## src/logic/phy_mode_defines.vh

```
`ifndef PHY_MODE_DEFINES_VH
`define PHY_MODE_DEFINES_VH

// Reset extension, 258 us of mclk_i
`define RESET_EXTEND_CYCLES     16'd51600

// Synchronised pin vector bits
`define PIN_CFG1                0
`define PIN_CFG2                1
`define PIN_CFG3                2
`define PIN_SD                  3
`define PIN_SLEEP               4
`define PIN_PWRDN               5
`define PIN_HWRST_N             6
`define PIN_SYNC_RESET          7'h00

// Strap fields
`define CFG_AUTONEG             0
`define CFG_SPEED100            1
`define CFG_FULL_DUPLEX         2
`define CFG_STRAP_RESET         3'h1

// Indicator status codes
`define LED_SEL_LINK            3'h0
`define LED_SEL_ACTIVITY        3'h1
`define LED_SEL_SPEED           3'h2
`define LED_SEL_DUPLEX          3'h3
`define LED_SEL_COLLISION       3'h4
`define LED_SEL_NEGOTIATE       3'h5
`define LED_SEL_OFF             3'h6
`define LED_SEL_ON              3'h7

// Receive decoder selection
`define DECODE_10T              2'h0
`define DECODE_TX               2'h1
`define DECODE_FX               2'h2

`endif

```

## src/logic/line_mode_detect.v

```verilog
`timescale 1ns/100ps
`include "phy_mode_defines.vh"

module line_mode_detect (
    input  wire       mclk_i,
    input  wire       reset_i,
    input  wire       clk_en_i,
    input  wire       auto_enable_i,
    input  wire       forced_speed100_i,
    input  wire       forced_full_duplex_i,
    input  wire       fiber_i,
    input  wire       link_pulse_i,
    input  wire       idle_symbol_i,
    input  wire       flp_burst_i,
    input  wire       an_done_i,
    input  wire       partner_100_i,
    input  wire       partner_fd_i,
    input  wire       link_lost_i,
    output reg        speed100_o,
    output reg        full_duplex_o,
    output reg        mode_valid_o,
    output reg        negotiating_o
);

    localparam [1:0] LISTEN    = 2'h0;
    localparam [1:0] NEGOTIATE = 2'h1;
    localparam [1:0] LINKED    = 2'h2;

    reg [1:0] state;                 // Link setup state
    reg [2:0] ln_s1;                 // Line pins, first stage
    reg [2:0] ln_s2;                 // Second stage
    reg [2:0] ln_s3;                 // Third stage
    reg [2:0] ln_lvl;                // Agreed line levels
    reg [2:0] ln_prev;               // Levels one cycle back

    wire [2:0] ln_rise = ln_lvl & ~ln_prev;   // {flp, idle, nlp} edges

    ////////////////////////////////////////////////////////////////////////////////
    // Line pins and link setup
    always @(posedge mclk_i) begin
        if (reset_i) begin
            state         <= LISTEN;
            ln_s1         <= 3'h0;
            ln_s2         <= 3'h0;
            ln_s3         <= 3'h0;
            ln_lvl        <= 3'h0;
            ln_prev       <= 3'h0;
            speed100_o    <= 1'b0;
            full_duplex_o <= 1'b0;
            mode_valid_o  <= 1'b0;
            negotiating_o <= 1'b0;
        end else if (clk_en_i) begin
            ln_s1   <= {flp_burst_i, idle_symbol_i, link_pulse_i};
            ln_s2   <= ln_s1;
            ln_s3   <= ln_s2;
            // Two stages must agree
            ln_lvl  <= (ln_s2 & ln_s3) | (ln_lvl & (ln_s2 | ln_s3));
            ln_prev <= ln_lvl;
            case (state)
                LISTEN: begin
                    if (fiber_i || !auto_enable_i) begin
                        // Forced or fiber: straps RL5 RL8
                        speed100_o    <= fiber_i | forced_speed100_i;
                        full_duplex_o <= forced_full_duplex_i;
                        mode_valid_o  <= 1'b1;
                        state         <= LINKED;
                    end else if (ln_rise[2]) begin
                        // Partner negotiates RL6
                        negotiating_o <= 1'b1;
                        state         <= NEGOTIATE;
                    end else if (ln_rise[0]) begin
                        // Link pulses: 10 Mbps RL7
                        speed100_o    <= 1'b0;
                        full_duplex_o <= 1'b0;
                        mode_valid_o  <= 1'b1;
                        state         <= LINKED;
                    end else if (ln_rise[1]) begin
                        // Idles: 100 Mbps RL7
                        speed100_o    <= 1'b1;
                        full_duplex_o <= 1'b0;
                        mode_valid_o  <= 1'b1;
                        state         <= LINKED;
                    end
                end
                NEGOTIATE: begin
                    if (an_done_i) begin
                        // Agreed speed, duplex RL6 RL8
                        speed100_o    <= partner_100_i;
                        full_duplex_o <= partner_fd_i;
                        mode_valid_o  <= 1'b1;
                        negotiating_o <= 1'b0;
                        state         <= LINKED;
                    end else if (link_lost_i) begin
                        negotiating_o <= 1'b0;
                        state         <= LISTEN;
                    end
                end
                LINKED: begin
                    // Detected links fall back
                    if (link_lost_i && auto_enable_i && !fiber_i) begin
                        mode_valid_o <= 1'b0;
                        state        <= LISTEN;
                    end
                end
                default: begin
                    state <= LISTEN;
                end
            endcase
        end
    end

endmodule

```

## src/logic/phy_mode_and_pin_state_control.v

```verilog
// What this block does
// RL1: Reset, soft power-down, sleep drive MII data outputs low
// RL2: Pin power-down floats every MII pin, no pulls
// RL3: Isolate floats outputs with weak pull-downs
// RL4: Reset, power-down, sleep pull transmit inputs down
// RL5: Sample straps; unforced links auto-negotiate or detect
// RL6: Negotiate with capable partner by pulse bursts
// RL7: Parallel detect: link pulses 10, idles 100
// RL8: Half and full duplex at both speeds
// RL9: Fast twisted pair sends idles between frames
// RL10: Slow speed Manchester, periodic link pulses when idle
// RL11: Decoder follows selected line mode
// RL12: Signal detect high in reset selects fiber
// RL13: Management may set fiber select bit
// RL14: Read indicator pins as straps before driving
// RL15: Drive each indicator with its selected status
// RL16: Merge reset sources, extend internal reset
// RL17: Pin power-down over reset, isolate, sleep, power-down
`timescale 1ns/100ps
`include "phy_mode_defines.vh"

module phy_mode_and_pin_state_control #(
    parameter [15:0] RESET_EXTEND_CYCLES = `RESET_EXTEND_CYCLES
) (
    input  wire       mclk_i,
    input  wire       reset_i,
    input  wire       clk_en_i,
    input  wire       hw_reset_n_i,
    input  wire       ctrl_reset_bit_i,
    input  wire       pin_power_down_i,
    input  wire       isolate_i,
    input  wire       sleep_i,
    input  wire       soft_power_down_i,
    input  wire       signal_detect_input_i,
    input  wire       fiber_select_write_i,
    input  wire       indicator_config_pin_1_i,
    input  wire       indicator_config_pin_2_i,
    input  wire       indicator_config_pin_3_i,
    input  wire [8:0] led_select_i,
    input  wire       link_pulse_i,
    input  wire       idle_symbol_i,
    input  wire       flp_burst_i,
    input  wire       an_done_i,
    input  wire       partner_100_i,
    input  wire       partner_fd_i,
    input  wire       link_lost_i,
    input  wire [3:0] core_rxd_i,
    input  wire       core_rx_dv_i,
    input  wire       core_rx_er_i,
    input  wire       core_col_i,
    input  wire       core_crs_i,
    input  wire       core_rx_clk_i,
    input  wire       core_tx_clk_i,
    output reg  [3:0] rxd_o,
    output reg        rx_dv_o,
    output reg        rx_er_o,
    output reg        col_o,
    output reg        crs_o,
    output reg        rx_clk_o,
    output reg        tx_clk_o,
    output reg        mii_out_oe_o,
    output reg        mii_out_weak_pull_down_o,
    output reg        tx_in_weak_pull_down_o,
    output reg  [2:0] pin_mode_o,
    output reg        hardware_reset_state_o,
    output reg        indicator_config_pin_1_o,
    output reg        indicator_config_pin_2_o,
    output reg        indicator_config_pin_3_o,
    output reg        indicator_config_pin_1_oe_o,
    output reg        indicator_config_pin_2_oe_o,
    output reg        indicator_config_pin_3_oe_o,
    output reg  [2:0] cfg_strap_o,
    output reg        fiber_select_o,
    output reg  [1:0] decode_mode_o,
    output reg        idle_fill_o,
    output reg        link_pulse_enable_o,
    output wire       speed100_o,
    output wire       full_duplex_o,
    output wire       link_mode_valid_o,
    output wire       negotiating_o
);

    // MII pin states
    localparam [2:0] NORMAL                = 3'h0;
    localparam [2:0] PIN_POWER_DOWN_STATE  = 3'h1;
    localparam [2:0] HARDWARE_RESET_STATE  = 3'h2;
    localparam [2:0] ISOLATE_STATE         = 3'h3;
    localparam [2:0] SLEEP_STATE           = 3'h4;
    localparam [2:0] SOFT_POWER_DOWN_STATE = 3'h5;

    reg  [6:0]  pin_s1;              // Pins, first stage
    reg  [6:0]  pin_s2;              // Second stage
    reg  [6:0]  pin_s3;              // Third stage
    reg  [6:0]  pin_lvl;             // Agreed pin levels
    reg  [15:0] rst_count;           // Reset extension counter
    reg  [2:0]  next_pin_mode;       // Chosen MII pin state
    reg  [7:0]  led_status;          // Status conditions by selection code

    wire        reset_req  = ~pin_lvl[`PIN_HWRST_N] | ctrl_reset_bit_i; // RL16
    wire        line_reset = reset_i | hardware_reset_state_o;

    // Pick one status condition for an indicator pin
    function led_pick;
        input [2:0] sel;
        input [7:0] status;
        begin
            led_pick = status[sel];
        end
    endfunction

    ////////////////////////////////////////////////////////////////////////////////
    // Pin synchroniser, three stages
    always @(posedge mclk_i) begin
        if (reset_i) begin
            pin_s1  <= `PIN_SYNC_RESET;
            pin_s2  <= `PIN_SYNC_RESET;
            pin_s3  <= `PIN_SYNC_RESET;
            pin_lvl <= `PIN_SYNC_RESET;
        end else if (clk_en_i) begin
            pin_s1  <= {hw_reset_n_i, pin_power_down_i, sleep_i, signal_detect_input_i,
                        indicator_config_pin_3_i, indicator_config_pin_2_i,
                        indicator_config_pin_1_i};
            pin_s2  <= pin_s1;
            pin_s3  <= pin_s2;
            pin_lvl <= (pin_s2 & pin_s3) | (pin_lvl & (pin_s2 | pin_s3));
        end
    end

    ////////////////////////////////////////////////////////////////////////////////
    // Internal reset: merged and extended
    always @(posedge mclk_i) begin
        if (reset_i) begin
            rst_count              <= 16'h0000;
            hardware_reset_state_o <= 1'b1;
        end else if (clk_en_i) begin
            if (reset_req) begin
                // Restart extension
                rst_count              <= 16'h0000;
                hardware_reset_state_o <= 1'b1; // RL16
            end else if (hardware_reset_state_o) begin
                // Count out extension
                if (rst_count == RESET_EXTEND_CYCLES - 16'h0001) begin
                    hardware_reset_state_o <= 1'b0; // RL16
                end
                rst_count <= rst_count + 16'h0001;
            end
        end
    end

    ////////////////////////////////////////////////////////////////////////////////
    // Straps and fiber select, caught in reset
    always @(posedge mclk_i) begin
        if (reset_i) begin
            cfg_strap_o    <= `CFG_STRAP_RESET;
            fiber_select_o <= 1'b0;
        end else if (clk_en_i) begin
            if (hardware_reset_state_o) begin
                // Pins are inputs RL14
                cfg_strap_o    <= pin_lvl[`PIN_CFG3:`PIN_CFG1]; // RL5
                fiber_select_o <= pin_lvl[`PIN_SD]; // RL12
            end else if (fiber_select_write_i) begin
                fiber_select_o <= 1'b1; // RL13
            end
        end
    end

    ////////////////////////////////////////////////////////////////////////////////
    // Link setup
    line_mode_detect u_line_mode_detect (
        .mclk_i               (mclk_i),
        .reset_i              (line_reset),
        .clk_en_i             (clk_en_i),
        .auto_enable_i        (cfg_strap_o[`CFG_AUTONEG]),
        .forced_speed100_i    (cfg_strap_o[`CFG_SPEED100]),
        .forced_full_duplex_i (cfg_strap_o[`CFG_FULL_DUPLEX]),
        .fiber_i              (fiber_select_o),
        .link_pulse_i         (link_pulse_i),
        .idle_symbol_i        (idle_symbol_i),
        .flp_burst_i          (flp_burst_i),
        .an_done_i            (an_done_i),
        .partner_100_i        (partner_100_i),
        .partner_fd_i         (partner_fd_i),
        .link_lost_i          (link_lost_i),
        .speed100_o           (speed100_o),
        .full_duplex_o        (full_duplex_o),
        .mode_valid_o         (link_mode_valid_o),
        .negotiating_o        (negotiating_o)
    );

    ////////////////////////////////////////////////////////////////////////////////
    // Line coding controls
    always @(posedge mclk_i) begin
        if (reset_i) begin
            decode_mode_o       <= `DECODE_10T;
            idle_fill_o         <= 1'b0;
            link_pulse_enable_o <= 1'b0;
        end else if (clk_en_i) begin
            // Decoder RL11
            if (fiber_select_o) begin
                decode_mode_o <= `DECODE_FX;
            end else if (speed100_o) begin
                decode_mode_o <= `DECODE_TX;
            end else begin
                decode_mode_o <= `DECODE_10T;
            end
            // Idles on fast twisted pair RL9
            idle_fill_o         <= link_mode_valid_o & speed100_o & ~fiber_select_o;
            // Link pulses at slow speed RL10
            link_pulse_enable_o <= link_mode_valid_o & ~speed100_o & ~fiber_select_o;
        end
    end

    ////////////////////////////////////////////////////////////////////////////////
    // Pin state priority
    always @* begin
        next_pin_mode = NORMAL;
        if (pin_lvl[`PIN_PWRDN]) begin
            next_pin_mode = PIN_POWER_DOWN_STATE; // RL17
        end else if (hardware_reset_state_o) begin
            next_pin_mode = HARDWARE_RESET_STATE; // RL17
        end else if (isolate_i) begin
            next_pin_mode = ISOLATE_STATE; // RL17
        end else if (pin_lvl[`PIN_SLEEP]) begin
            next_pin_mode = SLEEP_STATE; // RL17
        end else if (soft_power_down_i) begin
            next_pin_mode = SOFT_POWER_DOWN_STATE; // RL17
        end
    end

    ////////////////////////////////////////////////////////////////////////////////
    // MII pin drive per state
    always @(posedge mclk_i) begin
        if (reset_i) begin
            pin_mode_o               <= HARDWARE_RESET_STATE;
            rxd_o                    <= 4'h0;
            rx_dv_o                  <= 1'b0;
            rx_er_o                  <= 1'b0;
            col_o                    <= 1'b0;
            crs_o                    <= 1'b0;
            rx_clk_o                 <= 1'b1;
            tx_clk_o                 <= 1'b1;
            mii_out_oe_o             <= 1'b1;
            mii_out_weak_pull_down_o <= 1'b0;
            tx_in_weak_pull_down_o   <= 1'b1;
        end else if (clk_en_i) begin
            pin_mode_o               <= next_pin_mode;
            // Default: data low, clocks run
            rxd_o                    <= 4'h0;
            rx_dv_o                  <= 1'b0;
            rx_er_o                  <= 1'b0;
            col_o                    <= 1'b0;
            crs_o                    <= 1'b0;
            rx_clk_o                 <= core_rx_clk_i;
            tx_clk_o                 <= core_tx_clk_i;
            mii_out_oe_o             <= 1'b1;
            mii_out_weak_pull_down_o <= 1'b0;
            tx_in_weak_pull_down_o   <= 1'b1; // RL4
            case (next_pin_mode)
                NORMAL: begin
                    // Pass receive path
                    rxd_o                  <= core_rxd_i;
                    rx_dv_o                <= core_rx_dv_i;
                    rx_er_o                <= core_rx_er_i;
                    col_o                  <= core_col_i;
                    crs_o                  <= core_crs_i;
                    tx_in_weak_pull_down_o <= 1'b0;
                end
                PIN_POWER_DOWN_STATE: begin
                    // All float, no pulls RL2
                    mii_out_oe_o           <= 1'b0;
                    tx_in_weak_pull_down_o <= 1'b0;
                end
                HARDWARE_RESET_STATE: begin
                    // Clocks driven high, data low RL1
                    rx_clk_o <= 1'b1;
                    tx_clk_o <= 1'b1;
                end
                ISOLATE_STATE: begin
                    // Float, weak pull-downs RL3
                    mii_out_oe_o             <= 1'b0;
                    mii_out_weak_pull_down_o <= 1'b1;
                end
                SLEEP_STATE: begin
                    // Clocks stopped low RL1
                    rx_clk_o <= 1'b0;
                    tx_clk_o <= 1'b0;
                end
                SOFT_POWER_DOWN_STATE: begin
                    // Data low, clocks run RL1
                    rx_clk_o <= core_rx_clk_i;
                end
                default: begin
                    mii_out_oe_o <= 1'b0;
                end
            endcase
        end
    end

    ////////////////////////////////////////////////////////////////////////////////
    // Indicator status conditions
    always @* begin
        led_status                     = 8'h00;
        led_status[`LED_SEL_LINK]      = link_mode_valid_o;
        led_status[`LED_SEL_ACTIVITY]  = core_crs_i;
        led_status[`LED_SEL_SPEED]     = speed100_o;
        led_status[`LED_SEL_DUPLEX]    = full_duplex_o;
        led_status[`LED_SEL_COLLISION] = core_col_i;
        led_status[`LED_SEL_NEGOTIATE] = negotiating_o;
        led_status[`LED_SEL_OFF]       = 1'b0;
        led_status[`LED_SEL_ON]        = 1'b1;
    end

    ////////////////////////////////////////////////////////////////////////////////
    // Indicator pins
    always @(posedge mclk_i) begin
        if (reset_i) begin
            indicator_config_pin_1_o    <= 1'b0;
            indicator_config_pin_2_o    <= 1'b0;
            indicator_config_pin_3_o    <= 1'b0;
            indicator_config_pin_1_oe_o <= 1'b0;
            indicator_config_pin_2_oe_o <= 1'b0;
            indicator_config_pin_3_oe_o <= 1'b0;
        end else if (clk_en_i) begin
            // Released while straps read RL14
            indicator_config_pin_1_oe_o <= ~(hardware_reset_state_o | reset_req);
            indicator_config_pin_2_oe_o <= ~(hardware_reset_state_o | reset_req);
            indicator_config_pin_3_oe_o <= ~(hardware_reset_state_o | reset_req);
            indicator_config_pin_1_o    <= led_pick(led_select_i[2:0], led_status); // RL15
            indicator_config_pin_2_o    <= led_pick(led_select_i[5:3], led_status); // RL15
            indicator_config_pin_3_o    <= led_pick(led_select_i[8:6], led_status); // RL15
        end
    end

endmodule

```

## config.mk

```make
export PLATFORM = sky130hd
export DESIGN_NAME = phy_mode_and_pin_state_control
export DESIGN_NICKNAME = d
export VERILOG_FILES = /design/src/logic/line_mode_detect.v /design/src/logic/phy_mode_and_pin_state_control.v
export VERILOG_INCLUDE_DIRS = /design/src /design/src/logic
export SDC_FILE = /design/constraint.sdc
export NUM_CORES = 1
export LEC_CHECK = 0
export BUFFER_PORTS_ARGS = -buffer_cell sky130_fd_sc_hd__buf_2
export CAP_MARGIN = 20
export CORE_ASPECT_RATIO = 1.4
export CORE_MARGIN = 10
export CORE_UTILIZATION = 59
export DETAILED_ROUTE_END_ITERATION = 10
export PLACE_DENSITY = 0.95
export SLEW_MARGIN = 5
export SYNTH_ARGS = -nofsm -noshare
export SYNTH_HDL_FRONTEND = slang
export SYNTH_SLANG_ARGS = --single-unit
```

## constraint.sdc

```tcl
create_clock -name mclk_i -period 2.8 [get_ports mclk_i]
set_input_delay 0.28 -clock mclk_i [delete_from_list [all_inputs] [get_ports mclk_i]]
set_output_delay 0.28 -clock mclk_i [all_outputs]
set_load 0.03 [all_outputs]
```

==> metrics.cfg <==
[die]
fp.dieW_microns = 89.7
io_pins = 75
rows = 35
die_area_sq_mm = 0.0106
core_sq_mm = 0.00661
die_h_microns = 118
start_util_pct = 60.8

[grt]
grt_max_degree = 40
grt-ovfl-total = 0
grt_pass1_wl_microns = 16000
antenna_found_initial = 0
grt.total_usage_pct = 17.7
grt_pass1_vias = 3432

[yosys]
syn_nets = 493
netlist-cell-type-count = 56
synth-edff-count = 0
avgSynthCellArea_sq_um = 8.89
syn_inst = 452
ys_async_sr_fraction_pct = 0
ys_seq_area_share_pct = 46.8
synth-seq-cells = 94
syn_area_sq_mm = 0.00402
ys.flop_type = dfxtp_1
yosys_warnings = 0

[pwr]
power.density_mw_per_mm2 = 540
leakage_nw = 1.98
power_mw = 2.48
ir_worst_vdd_mv = 0.299

[clocking]
cts.repair.resized = 0
cts_hold_buf = 0
cts_tree = done
cts_setup_buffers = 0
h-tree-depth = 3
cts_buffers = 9
clk_pin_slew_ns = 0.08
clk-insertion-delay-late_ns = 0.35
cts.path.max_buffers = 2
ctsRootBufferMaster = clkbuf_8
cts_sinks = 94

[timing]
skew_ns = 0.00851
finalCritPeriodShare_pct = 64.7
hold_viol = 0
fmax_ghz = 0.552
setup_viol = 0
tightest_slew_ns = 0.604
min_period_ns = 1.81
slew_headroom_pct = 59.6
rsz0062_at_grt = false
tns_ns = 0
drv_slew = 0

[finish]
layout-drive-gt1-share_pct = 19.4
final.fill_count = 485
areaGrowthSynthToFinish_pct = 14.5
insertedDiodeCount = 0
finalNonFillerCells = 608
layout.nets = 554

[setup_path]
path_max_fanout = 11
crit_path_top_delay_cell = or4_1
r2r_slack_ns = 0.99
crit_path_max_incr_delay_ns = 0.53
critical_path_arrival_ns = 2.10
end_kind = flop
path_class = flop to flop
cp.required_ns = 3.08
crit_path_cell_trace = buf_4 > or3b_1 > nand2_1 > or4_1 > a21oi_1
worst_setup_path_start_kind = flop

[drt]
dr.pass1.iters = 4
ant_nets = 0
viasPerCell = 5.68
drtIter0Drc = 253
wl_per_cell_microns = 15.5
drc = 0
routed_wl_microns = 9410
vias = 3454

[outcome]
status = finished, final reports clean

[run]
cap_viol_max_count = 0

[placement]
dp_cells = 594
place.port_buffers = 74
hpwl_microns = 6830
gp_congestion = 0.822

[worst_hold_path]
hp-class = primary input to flop

layout by cell type (no fill, tap or decap), drive strengths merged, types with 9 or more instances in the layout:
cell	netlist	final
dfxtp	94	94
buf	14	79
nor2	75	75
mux2i	44	44
nand2	33	33
a21oi	30	30
o21ai	27	27
nand2b	10	10
inv	10	10
clkbuf	15	10
a21o	9	9
nand3	9	9
a22oi	9	9
registers in the layout (all words and copies together) (netlist names), 2 cells and up:
name / cells
rxd_o: 4
rst_count: 16
pin_s3: 7
u_line_mode_detect.ln_s2: 3
u_line_mode_detect.state: 2
u_line_mode_detect.ln_prev: 3
u_line_mode_detect.ln_s1: 3
pin_s2: 7
u_line_mode_detect.ln_lvl: 3
pin_lvl: 7
pin_s1: 7
cfg_strap_o: 3
decode_mode_o: 2
pin_mode_o: 3
u_line_mode_detect.ln_s3: 3
final cells by class:
type / count / area, sq um / area share, %
clock buffer: 10 / 128 / 2.77
clock inverter: 4 / 73.8 / 1.61
inverter: 10 / 37.5 / 0.816
multi-input combinational: 319 / 1960 / 42.5
sequential: 94 / 1880 / 40.9
tap: 92 / 115 / 2.50
timing repair buffer: 79 / 408 / 8.87
cell families (layout without fill, tap and decap cells):
logic type / count (synthesis) / count (layout) / synth area share (%)
AND/OR/NAND/NOR: 170 / 170 / 20.6
AO/OA/AOI/OAI: 94 / 94 / 14.2
flip-flops: 94 / 94 / 46.8
multiplexers: 46 / 46 / 11.8
buffers and inverters: 39 / 103 / 4.48
XOR/XNOR: 8 / 8 / 1.74
adder cells (fa/ha/maj): 1 / 1 / 0.311
Yosys cell counts (all sizes together) (3+ instances only):
cell type	number	area (sq um)
dfxtp	94	1880
nor2	75	282
mux2i	44	440
nand2	33	124
a21oi	30	150
o21ai	27	135
clkbuf	15	57.6
buf	14	85.1
inv	10	37.5
nand2b	10	62.6
a21o	9	67.6
a22oi	9	67.6
nand3	9	45.0
nand4	5	46.3
nor3	5	25.0
nor4	5	31.3
or4	5	41.3
xor2	5	43.8
a211oi	4	30.0
and3	4	25.0
nor2b	4	25.0
o31ai	3	22.5
xnor2	3	26.3
critical path, delay by kind of cell (launching register included):
kind | cells | cell delay, ns
compound gates | 1 | 0.15
buf+inv | 1 | 0.20
flops | 1 | 0.41
simple gates | 3 | 0.99
worst paths after layout:
| check | start | to | cells after the start |
|---|---|---|---|
| setup / recovery | hardware_reset_state_o | rst_count[14] | 5 |
| hold / removal | core_rxd_i[2] | rxd_o[2] | 3 |
| hold reg to reg | pin_s3[1] | pin_lvl[1] | 2 |
| setup reg to reg | hardware_reset_state_o | rst_count[14] | 5 |
per-stage QoR:
| step | hold slack, ns | util (%) | area (sq um) | worst slack, ns |
|---|---|---|---|---|
| detailed placement | 0.444 | 66.5 | 4400 | 0.932 |
| global route | 0.179 | 69.6 | 4600 | 0.880 |
| global placement | 0.439 | 66.5 | 4400 | 1.03 |
| CTS | 0.161 | 69.6 | 4600 | 1.00 |
| finish | 0.167 | 69.6 | 4600 | 0.987 |
| floorplan | 0.424 | - | 4020 | 1.07 |
per-layer routing:
layer	GRT usage [%]	vias to the layer above	share of wire, %
li1	-	1696	-
met2	31.2	114	52
met3	4.59	27	5.8
met4	7.81	0	2.7
met1	19.2	1617	40
met5	0	-	0
report_power, final:
group | leakage (nW) | switching, mW | internal [mW]
registers | 0.761 | 0.0143 | 1.36
clock network | 0.102 | 0.443 | 0.494
logic | 1.11 | 0.107 | 0.0715
total | 1.98 | 0.564 | 1.92
(Power assumes the default switching activity.)
